===== src/aems_pkg.sv =====
// Purpose: shared constants for the async external memory strobe sequencer
// Assumes: 100 MHz clk_i; one input_clock period is modelled as CYC_PER_ICLK clk_i cycles
// Notes: register map is reached over classic wishbone
`default_nettype none
package aems_pkg;
  // ----------------------------------------------------------------
  // register map (byte addresses)
  // ----------------------------------------------------------------
  localparam logic [3:0] REG_CFG = 4'h0;
  localparam logic [3:0] REG_ADDR = 4'h4;
  localparam logic [3:0] REG_DATA = 4'h8;
  localparam logic [3:0] REG_CMD = 4'hc;
  // cfg fields
  localparam int CFG_WAIT_LSB = 0;
  localparam int CFG_WAIT_W = 5;
  localparam int CFG_HOLD_BIT = 8;
  localparam int CFG_IDLE_BIT = 9;
  localparam int CFG_ASYNC_BIT = 10;
  localparam logic [31:0] CFG_RESET = 32'h0000_0400;
  // cmd fields
  localparam int CMD_GO_BIT = 0;
  localparam int CMD_WRITE_BIT = 1;
  localparam int CMD_BOOT_BIT = 2;
  localparam int CMD_BANK_LSB = 4;
  localparam int STAT_BUSY_BIT = 8;
  localparam int STAT_ERR_BIT = 9;
  // timing: input_clock period and input_clock quarter period in clk_i cycles
  localparam int CLK_NS = 10;
  localparam int ICLK_NS = 40;
  localparam int CYC_PER_ICLK = ICLK_NS / CLK_NS;
  localparam int QTR_CYC = (CYC_PER_ICLK / 4 < 1) ? 1 : CYC_PER_ICLK / 4;
  localparam int NBANKS = 4;
  // sequencer states
  typedef enum logic [2:0] {
    AEMS_IDLE = 3'b000,
    AEMS_SETUP = 3'b001,
    AEMS_STROBE = 3'b010,
    AEMS_ACKW = 3'b011,
    AEMS_HOLD = 3'b100,
    AEMS_GAP = 3'b101
  } aems_state_t;
endpackage : aems_pkg
`default_nettype wire


===== src/aems_seq.sv =====
// Purpose: bus-master sequencer for asynchronous external memory accesses
// Assumes: ext_ack_i synchronous to clk_i; one access in flight at a time
// Notes: software loads cfg, addr and data, then writes cmd with go set
//
// Decided for this implementation: register access over Wishbone and the placing of the registers.
`default_nettype none
// How it works
// - sequence runs only for accesses to space configured asynchronous
// - address and selects first, strobe falls a quarter period later
// - each programmed wait state adds one input_clock period of strobe low
// - acknowledge ignored until all wait states are counted
// - acknowledge evaluated every input_clock edge from the second cycle
// - hold option keeps address, selects, write data one extra period
// - hold or idle option adds one period before the next strobe
// - idle option releases write data one period before the next strobe
// - data drivers enabled around write strobe fall, released shortly after rise
module aems_seq (
  input wire logic clk_i,
  input wire logic rst_i,
  input wire logic wb_cyc_i,
  input wire logic wb_stb_i,
  input wire logic wb_we_i,
  input wire logic [3:0] wb_adr_i,
  input wire logic [3:0] wb_sel_i,
  input wire logic [31:0] wb_dat_i,
  output logic [31:0] wb_dat_o,
  output logic wb_ack_o,
  output logic [23:0] ext_addr_o,
  output logic [aems_pkg::NBANKS-1:0] memory_bank_selects_n_o,
  output logic boot_memory_select_n_o,
  output logic rd_n_o,
  output logic wr_n_o,
  output logic [31:0] data_o,
  output logic data_oe_o,
  input wire logic [31:0] data_i,
  input wire logic ext_ack_i
);
  import aems_pkg::*;
  aems_state_t state_q;
  logic [31:0] cfg_q, addr_q, wdata_q, rdata_q;
  logic [7:0] cmd_q;
  logic err_q, go_q, tick, restart, gap_pend_q;
  logic [7:0] qcnt_q;
  logic [CFG_WAIT_W-1:0] wcnt_q;
  logic wr_acc_q;

  // write one 32-bit register honouring byte enables
  function automatic logic [31:0] wmask(input logic [31:0] old, input logic [31:0] nw,
                                        input logic [3:0] sel);
    logic [31:0] r;
    r = old;
    for (int i = 0; i < 4; i++) begin
      if (sel[i]) begin
        r[i*8 +: 8] = nw[i*8 +: 8];
      end
    end
    return r;
  endfunction

  // ----------------------------------------------------------------
  // wishbone slave
  // ----------------------------------------------------------------
  logic wb_req, wb_wr, busy;
  assign wb_req = wb_cyc_i && wb_stb_i && !wb_ack_o;
  assign wb_wr = wb_req && wb_we_i;
  assign busy = (state_q != AEMS_IDLE) || go_q;

  // ack one cycle after request, dropped the cycle after
  always_ff @(posedge clk_i) begin
    if (rst_i) begin
      wb_ack_o <= 1'b0;
    end else begin
      wb_ack_o <= wb_req;
    end
  end

  // config, address and write data; frozen while busy so the pins stay stable
  always_ff @(posedge clk_i) begin
    if (rst_i) begin
      cfg_q <= CFG_RESET;
      addr_q <= 32'h0;
      wdata_q <= 32'h0;
    end else if (wb_wr && !busy) begin
      if (wb_adr_i == REG_CFG) begin
        cfg_q <= wmask(cfg_q, wb_dat_i, wb_sel_i);
      end else if (wb_adr_i == REG_ADDR) begin
        addr_q <= wmask(addr_q, wb_dat_i, wb_sel_i);
      end else if (wb_adr_i == REG_DATA) begin
        wdata_q <= wmask(wdata_q, wb_dat_i, wb_sel_i);
      end
    end
  end

  // command launch; a go to non-async space is refused and flagged
  always_ff @(posedge clk_i) begin
    if (rst_i) begin
      cmd_q <= 8'h0;
      go_q <= 1'b0;
      err_q <= 1'b0;
    end else begin
      // a go that lands during a pending gap must survive until the gap ends
      if (state_q == AEMS_IDLE && !gap_pend_q) begin
        go_q <= 1'b0;
      end
      if (wb_wr && !busy && wb_adr_i == REG_CMD && wb_sel_i[0]) begin
        cmd_q <= wb_dat_i[7:0];
        err_q <= wb_dat_i[CMD_GO_BIT] && !cfg_q[CFG_ASYNC_BIT];
        go_q <= wb_dat_i[CMD_GO_BIT] && cfg_q[CFG_ASYNC_BIT];
      end
    end
  end

  // read mux; unmapped offsets read zero
  always_ff @(posedge clk_i) begin
    if (rst_i) begin
      wb_dat_o <= 32'h0;
    end else if (wb_req && !wb_we_i) begin
      if (wb_adr_i == REG_CFG) begin
        wb_dat_o <= cfg_q;
      end else if (wb_adr_i == REG_ADDR) begin
        wb_dat_o <= addr_q;
      end else if (wb_adr_i == REG_DATA) begin
        wb_dat_o <= rdata_q;
      end else if (wb_adr_i == REG_CMD) begin
        wb_dat_o <= {22'h0, err_q, busy, cmd_q};
      end else begin
        wb_dat_o <= 32'h0;
      end
    end
  end

  // ----------------------------------------------------------------
  // input_clock period ticks
  // ----------------------------------------------------------------
  // period restarts as the strobe falls, so the strobe spans whole periods
  assign restart = (state_q == AEMS_SETUP) && (qcnt_q == 8'(QTR_CYC - 1));
  aems_tick u_tick (
    .clk_i(clk_i),
    .rst_i(rst_i),
    .restart_i(restart),
    .tick_o(tick)
  );

  // ----------------------------------------------------------------
  // access sequencer
  // ----------------------------------------------------------------
  always_ff @(posedge clk_i) begin
    if (rst_i) begin
      state_q <= AEMS_IDLE;
      qcnt_q <= 8'h0;
      wcnt_q <= '0;
      wr_acc_q <= 1'b0;
      gap_pend_q <= 1'b0;
      rdata_q <= 32'h0;
    end else begin
      case (state_q)
        AEMS_IDLE: begin
          if (gap_pend_q) begin
            if (tick) begin
              gap_pend_q <= 1'b0;
            end
          end else if (go_q) begin
            state_q <= AEMS_SETUP;
            qcnt_q <= 8'h0;
            wr_acc_q <= cmd_q[CMD_WRITE_BIT];
            wcnt_q <= cfg_q[CFG_WAIT_LSB +: CFG_WAIT_W];
          end
        end
        AEMS_SETUP: begin
          // selects lead the strobe by a quarter input_clock period
          qcnt_q <= qcnt_q + 8'h01;
          if (qcnt_q == 8'(QTR_CYC - 1)) begin
            state_q <= AEMS_STROBE;
          end
        end
        AEMS_STROBE: begin
          // strobe just fell; ack is first looked at on the period's closing edge
          state_q <= AEMS_ACKW;
        end
        AEMS_ACKW: begin
          if (tick) begin
            if (wcnt_q != '0) begin
              wcnt_q <= wcnt_q - 1'b1;
            end else if (ext_ack_i) begin
              if (!wr_acc_q) begin
                rdata_q <= data_i;
              end
              state_q <= cfg_q[CFG_HOLD_BIT] ? AEMS_HOLD : AEMS_GAP;
            end
          end
        end
        AEMS_HOLD: begin
          if (tick) begin
            state_q <= AEMS_GAP;
          end
        end
        default: begin
          // strobe high, wait a quarter period then release
          qcnt_q <= 8'h0;
          gap_pend_q <= cfg_q[CFG_HOLD_BIT] || cfg_q[CFG_IDLE_BIT];
          state_q <= AEMS_IDLE;
        end
      endcase
    end
  end

  // ----------------------------------------------------------------
  // pin drivers
  // ----------------------------------------------------------------
  logic active, strobe, hold_ph;
  assign active = (state_q != AEMS_IDLE);
  assign strobe = (state_q == AEMS_STROBE) || (state_q == AEMS_ACKW);
  assign hold_ph = (state_q == AEMS_HOLD);

  // registered pins so all edges land on clk_i
  always_ff @(posedge clk_i) begin
    if (rst_i) begin
      ext_addr_o <= 24'h0;
      memory_bank_selects_n_o <= '1;
      boot_memory_select_n_o <= 1'b1;
      rd_n_o <= 1'b1;
      wr_n_o <= 1'b1;
      data_o <= 32'h0;
      data_oe_o <= 1'b0;
    end else begin
      ext_addr_o <= addr_q[23:0];
      for (int b = 0; b < NBANKS; b++) begin
        memory_bank_selects_n_o[b] <= !(active && !cmd_q[CMD_BOOT_BIT] &&
          cmd_q[CMD_BANK_LSB +: 2] == 2'(b));
      end
      boot_memory_select_n_o <= !(active && cmd_q[CMD_BOOT_BIT]);
      rd_n_o <= !(strobe && !wr_acc_q);
      wr_n_o <= !(strobe && wr_acc_q);
      data_o <= wdata_q;
      // drive from setup through hold; the gap state keeps data one cycle past strobe rise
      data_oe_o <= active && wr_acc_q;
    end
  end
endmodule // aems_seq
`default_nettype wire


===== src/aems_tick.sv =====
// Purpose: input_clock period tick generator for the sequencer
// Assumes: synchronous active-high reset
// Notes: restart realigns the period to a new access
`default_nettype none
module aems_tick (
  input wire logic clk_i,
  input wire logic rst_i,
  input wire logic restart_i,
  output logic tick_o
);
  import aems_pkg::*;
  logic [7:0] cnt_q;
  // ----------------------------------------------------------------
  // period counter
  // ----------------------------------------------------------------
  always_ff @(posedge clk_i) begin
    if (rst_i || restart_i) begin
      cnt_q <= 8'h00;
    end else if (cnt_q == 8'(CYC_PER_ICLK - 1)) begin
      cnt_q <= 8'h00;
    end else begin
      cnt_q <= cnt_q + 8'h01;
    end
  end
  // tick marks the last clk_i cycle of each input_clock period
  assign tick_o = (cnt_q == 8'(CYC_PER_ICLK - 1)) && !restart_i;
endmodule // aems_tick
`default_nettype wire

===== config.mk =====
export PLATFORM = sky130hd
export DESIGN_NAME = aems_seq
export DESIGN_NICKNAME = d
export VERILOG_FILES = /design/src/aems_pkg.sv /design/src/aems_seq.sv /design/src/aems_tick.sv
export SDC_FILE = /design/constraint.sdc
export NUM_CORES = 1
export LEC_CHECK = 0
export BUFFER_PORTS_ARGS = -buffer_cell sky130_fd_sc_hd__buf_2
export CORE_MARGIN = 2
export CORE_UTILIZATION = 40
export DETAILED_ROUTE_END_ITERATION = 12
export GPL_TIMING_DRIVEN = 0
export SLEW_MARGIN = 15
export SYNTH_ARGS = -nofsm -noshare
export SYNTH_HDL_FRONTEND = slang
export SYNTH_SLANG_ARGS = --single-unit

===== constraint.sdc =====
create_clock -name clk_i -period 2.4 [get_ports clk_i]
set_clock_uncertainty 0.05 [all_clocks]
set_input_delay 0.24 -clock clk_i [delete_from_list [all_inputs] [get_ports clk_i]]
set_output_delay 0.24 -clock clk_i [all_outputs]
set_load 0.01 [all_outputs]

# --- Yosys cells after proc, flatten, opt, wreduce, memory -nomap -nowiden ---
# Cells that the tools add are included.
totals:
  register_bits: 261
  inputBits: 78
  elab_cells: 153
classes:
  add_sub_neg: 3
  n_reduce_logical: 68
  bitwise_logic: 6
  muxes: 26
  eq_ne: 19
op_table:
  columns: ["operator", "count"]
  rows:
  - ["2-to-1 mux 32 bit", 3]
  - ["AND reduction 5 bit", 6]
  - ["one-hot mux 8 bit (3 select lines)", 1]
  - ["logical AND 1 bit", 21]
  - ["2-to-1 mux 3 bit", 7]
  - ["2-to-1 mux 5 bit", 4]
  - ["AND reduction 3 bit", 6]
  - ["adder 8 x 1 -> 8 bit (second input constant)", 2]
  - ["2-to-1 mux 8 bit", 2]
  - ["AND reduction 4 bit", 4]
  - ["zero test 1 bit", 15]
  - ["one-hot mux 3 bit (5 select lines)", 1]
  - ["!= test 2 bit (second input constant)", 7]
  - ["2-to-1 mux 10 bit", 1]
  - ["one-hot mux 5 bit (2 select lines)", 1]
  - ["== test 4 bit (second input constant)", 2]
  - ["== test 8 x 2 -> 1 bit (second input constant)", 1]
  - ["zero test 8 bit", 1]
  - ["AND reduction 7 bit", 1]
  - ["== test 3 x 2 -> 1 bit (second input constant)", 2]
  - ["inverter 1 bit", 6]
  - ["2-to-1 mux 1 bit", 5]
  - ["nonzero test 5 bit", 1]
  - ["subtractor 5 x 1 -> 5 bit (second input constant)", 1]
  - ["other kinds (16)", 21]

# --- Logic depth before layout (Yosys ltp) ---
depth:
  word_depth: 7
  mapped_depth: 9
  ltp_nobuf: 7

# --- Hierarchy ---
# A second synthesis with hierarchy kept.
unflattened:
  cells_unflattened: 1009
  area_unflattened_um2: 9945.8
modules_own_cells:
  columns: ["module", "cells_each", "seq_area_each_um2", "area_per_inst_um2", "n_inst"]
  rows:
  - ["aems_seq", 970, 5064.9, 9600.5, 1]
  - ["aems_tick", 39, 160.2, 345.3, 1]

# --- Worst setup path before layout ---
# OpenSTA, ideal clock, no wires.
synth_path:
  path_type: "reg2reg"
  start: "reg u_tick.cnt_q[0]"
  end: "reg state_q[1]"
  required_time_ps: 2280
  t_arrival_ps: 2062
  setup_ps: 70
  period_less_slack_ps: 2183
  path_stages_with_launch: 7
  setup_slack_ps: 217
  path_cell_list: "dfxtp_1 ha_1 or4b_4 nor4_4 a21oi_1 or4_1 a21oi_1"
synth_via:
  elab_chain_len: 4
  word_cells_on_any_way: 5
  cone_classes: "3 x eq/ne; 2 x reduce/logical"
synth_lines:
  columns: ["element", "line_no", "rtl"]
  rows:
  - ["start, declared", "aems_tick.sv:12", "logic [7:0] cnt_q;"]
  - ["start signal, assigned", "aems_tick.sv:22", "cnt_q <= cnt_q + 8'h01;"]
  - ["== test 8 x 2 -> 1 bit (*)", "aems_tick.sv:26", "assign tick_o = (cnt_q == 8'(CYC_PER_ICLK - 1)) && !restart_i;"]
  - ["logical AND 1 bit (*)", "aems_tick.sv:26", null]
  - ["!= test 2 bit (no line)", null, null]
  - ["AND reduction 7 bit (no line) (*)", null, null]
  - ["end signal, assigned", "aems_seq.sv:188", "state_q <= cfg_q[CFG_HOLD_BIT] ? AEMS_HOLD : AEMS_GAP;"]
  - ["end, declared", "aems_seq.sv:39", "aems_state_t state_q;"]
# Every way passes the cells marked *; elsewhere a longest branch is shown, timed or not.
# A chain may end at the register's enable or synchronous reset.

# --- Final worst setup path ---
layout_path:
  start: "reg wcnt_q[0]"
  end: "reg state_q[1]"
layout_via:
  elab_chain_len: 3
layout_lines:
  columns: ["element", "line_no", "rtl"]
  rows:
  - ["start, declared", "aems_seq.sv:44", "logic [CFG_WAIT_W-1:0] wcnt_q;"]
  - ["start signal, assigned", "aems_seq.sv:166", "wcnt_q <= cfg_q[CFG_WAIT_LSB +: CFG_WAIT_W];"]
  - ["start signal, assigned", "aems_seq.sv:183", "wcnt_q <= wcnt_q - 1'b1;"]
  - ["nonzero test 5 bit", "aems_seq.sv:182", "if (wcnt_q != '0) begin"]
  - ["!= test 2 bit (no line)", null, null]
  - ["AND reduction 7 bit (no line)", null, null]
# Every way passes these cells.

==> results.tsv <==
metric	value	unit
CP max-delay cell	or4b_4	
vias	8764	
most area-consuming cells after synthesis	dfxtp_1 54%, nand2_1 10%, a21oi_1 8.1%	
Critical Path AT	2.67	ns
Max stage delay on crit path	0.52	ns
cells after synthesis	1108	
peak supply drop	0.000683	V
Max-cap violations	0	
area share of the largest cell type after synthesis	54.5	%
Tot GR Track Use	23.3	%
PD cells	773	mW/mm^2
Fmax	444	MHz
Core Region	0.0235	sq mm
CP max FO	5	
gpl congestion	0.894	
final setup vio count	0	
placed insts	1600	
vias in the first global route	8343	
FF-to-FF path depth	7	
RSZ-0062 raised after global routing	no	
Synth area leader	dfxtp_1	
WL/cell	17.7	um
crit path launch type	register	
worst slack, placed	-0.294	ns
Top FF cell, synth	dfxtp_1	
most frequent cell after synthesis	dfxtp_1	
Cell variety after synth	51	
IO Port Bufs	173	
crit path kind	reg -> reg	
synth warn	0	
final hold slack	0.0535	ns
Starting Density	40.8	%
layout cells sized above 1	19.0	%
Leak	4.76	nW
dpl cell area	0.0109	sq mm
Post-Route Utilization	53.5	%
Fin Setup TNS	0	ns
multi-input logic area	0.00406	sq mm
filler cell count	2212	
Clock Sinks	261	
clock tree root buffer cell	clkbuf_16	
grt ovf	0	
CP Capture Type	register	
chip width	159	um
Die Height	159	um
CTS buffer count	28	
number of synthesized flops with an enable pin	0	
H-Tree Depth	1	
largest net degree at the start of global routing	16	
Post-synth ARST share	0	%
dpl hpwl	21300	um
area grow syn2layout	31.3	%
final cell count without fillers	1724	
1st-pass router iterations	13	
drt initial violations	786	
DRC	0	
WL final	30400	um
Row Count	56	
total power after layout	9.74	mW
Synth Net Count	1190	
drt via density	5.08	
Final WS setup	0.148	ns
CP cell instances	inv_1 > ha_1 > or4b_4 > a22oi_2 > o21ai_2 > or4_1 > a21oi_1	
min-delay worst type	in -> reg	
outcome	complete, no violations	
Final Instance Area	0.0126	sq mm
Worst-Margin Slew	0.800	ns
Worst Path Required	2.82	ns
NumNets Final	1466	
clk_lat worst skew	0.56	ns
Max clock buf depth	3	
Slew Limit Fails	0	
Synth Area per Inst	8.66	sq um
Netlist Area Pre-Place	0.00959	sq mm
top cells by count, synth	261 x dfxtp_1, 258 x nand2_1, 155 x a21oi_1, 79 x nor2_1, 56 x nor2b_1	
period utilization	93.8	%
synthesized flop and latch total	261	
full die area	0.0252	sq mm
post-layout minimum cycle time	2.25	ns
Slew headroom	46.2	%
final hold vios	0	
global-route wire length before repair	46600	um
Seq/Total Area, Yosys	54.5	%
IO Pins	175	
register area	0.00523	sq mm
initial antenna violation count	1	
clk slew on worst S/H paths	0.06	ns
hold path cells	3	
Routed Antenna Nets	0	
CTS tree	built	
final timing paths:
path                          startpoint                           endpoint  slack (ns)
setup / recovery  wcnt_q[0]$_SDFFE_PP0P_            state_q[1]$_SDFFE_PP0P_        0.15
hold / removal                 ext_ack_i            state_q[2]$_SDFFE_PP0P_        0.05
setup reg to reg  wcnt_q[0]$_SDFFE_PP0P_            state_q[1]$_SDFFE_PP0P_        0.15
hold reg to reg    cmd_q[2]$_SDFFE_PP0P_  boot_memory_select_n_o$_SDFF_PP1_        0.37
registers in the layout (all words and copies together) (netlist names), 24 cells and up:
register,flops
addr_q,32
cfg_q,32
data_o,32
rdata_q,32
wb_dat_o,32
wdata_q,32
ext_addr_o,24
timing repair:
action / CTS / global route
endpoints found under the hold margin: 135 / 0
setup buffers: 6 / 2
gates resized for setup: 7 / 10
hold buffers: 66 / 0
pin swaps: 4 / 2
endpoints found under the setup margin: 79 / 68
report_power, final:
| group | switching (mW) | total (mW) | leakage (nW) | internal, mW |
|---|---|---|---|---|
| clock | 1.79 | 4.37 | 0.464 | 2.58 |
| sequential | 0.0684 | 4.48 | 2.11 | 4.42 |
| combinational | 0.541 | 0.887 | 2.19 | 0.347 |
| total | 2.40 | 9.74 | 4.76 | 7.34 |
cell families after synthesis:
logic type | synth area share [%]
multiplexers | 0.939
flip-flops | 54.5
buffers and inverters | 3.59
AO/OA/AOI/OAI | 15.1
XOR/XNOR | 1.10
AND/OR/NAND/NOR | 24.3
adder cells (fa/ha/maj) | 0.522
worst max-delay path: cells and delay by family (launching register included):
kind	cells	cell delay [ns]
AO/OA/AOI/OAI	3	0.48
adder cells (fa/ha/maj)	1	0.21
buffers and inverters	1	0.06
flip-flops	1	0.33
AND/OR/NAND/NOR	2	1.03
cell usage in the layout, fill, tap and decap left out, drive strengths merged, types with 6 or more instances in the layout:
cell type,synthesis,final
buf,20,199
dlygate4sd3,0,66
and2,11,11
nand2,258,258
a222oi,22,22
inv,8,8
a21oi,155,155
dfxtp,261,261
a211oi,33,33
clkbuf,54,94
nor3,8,8
nor2,79,79
xor2,11,11
mux2i,9,9
clkinv,0,7
nand3,40,40
nor3b,6,6
o21ai,16,16
nand4,6,6
nor2b,57,57
layout make-up:
type                            count  area share (%)
Timing Repair Buffer              247            12.7
Buffer                             73            2.57
Clock buffer                       39            6.44
Antenna cell                        1          0.0199
Sequential cell                   261            41.5
Multi-Input combinational cell    765            32.3
Clock inverter                     11            1.07
Tap cell                          319            3.17
Inverter                            8           0.238
metal layers:
metal / part of all wire, % / global-route usage [%]
met1: 45 / 31.9
met2: 45 / 37.0
met3: 6.9 / 3.92
met4: 3.4 / 8.55
met5: 0 / 0
No activity file was read; power rests on OpenSTA's default activity.
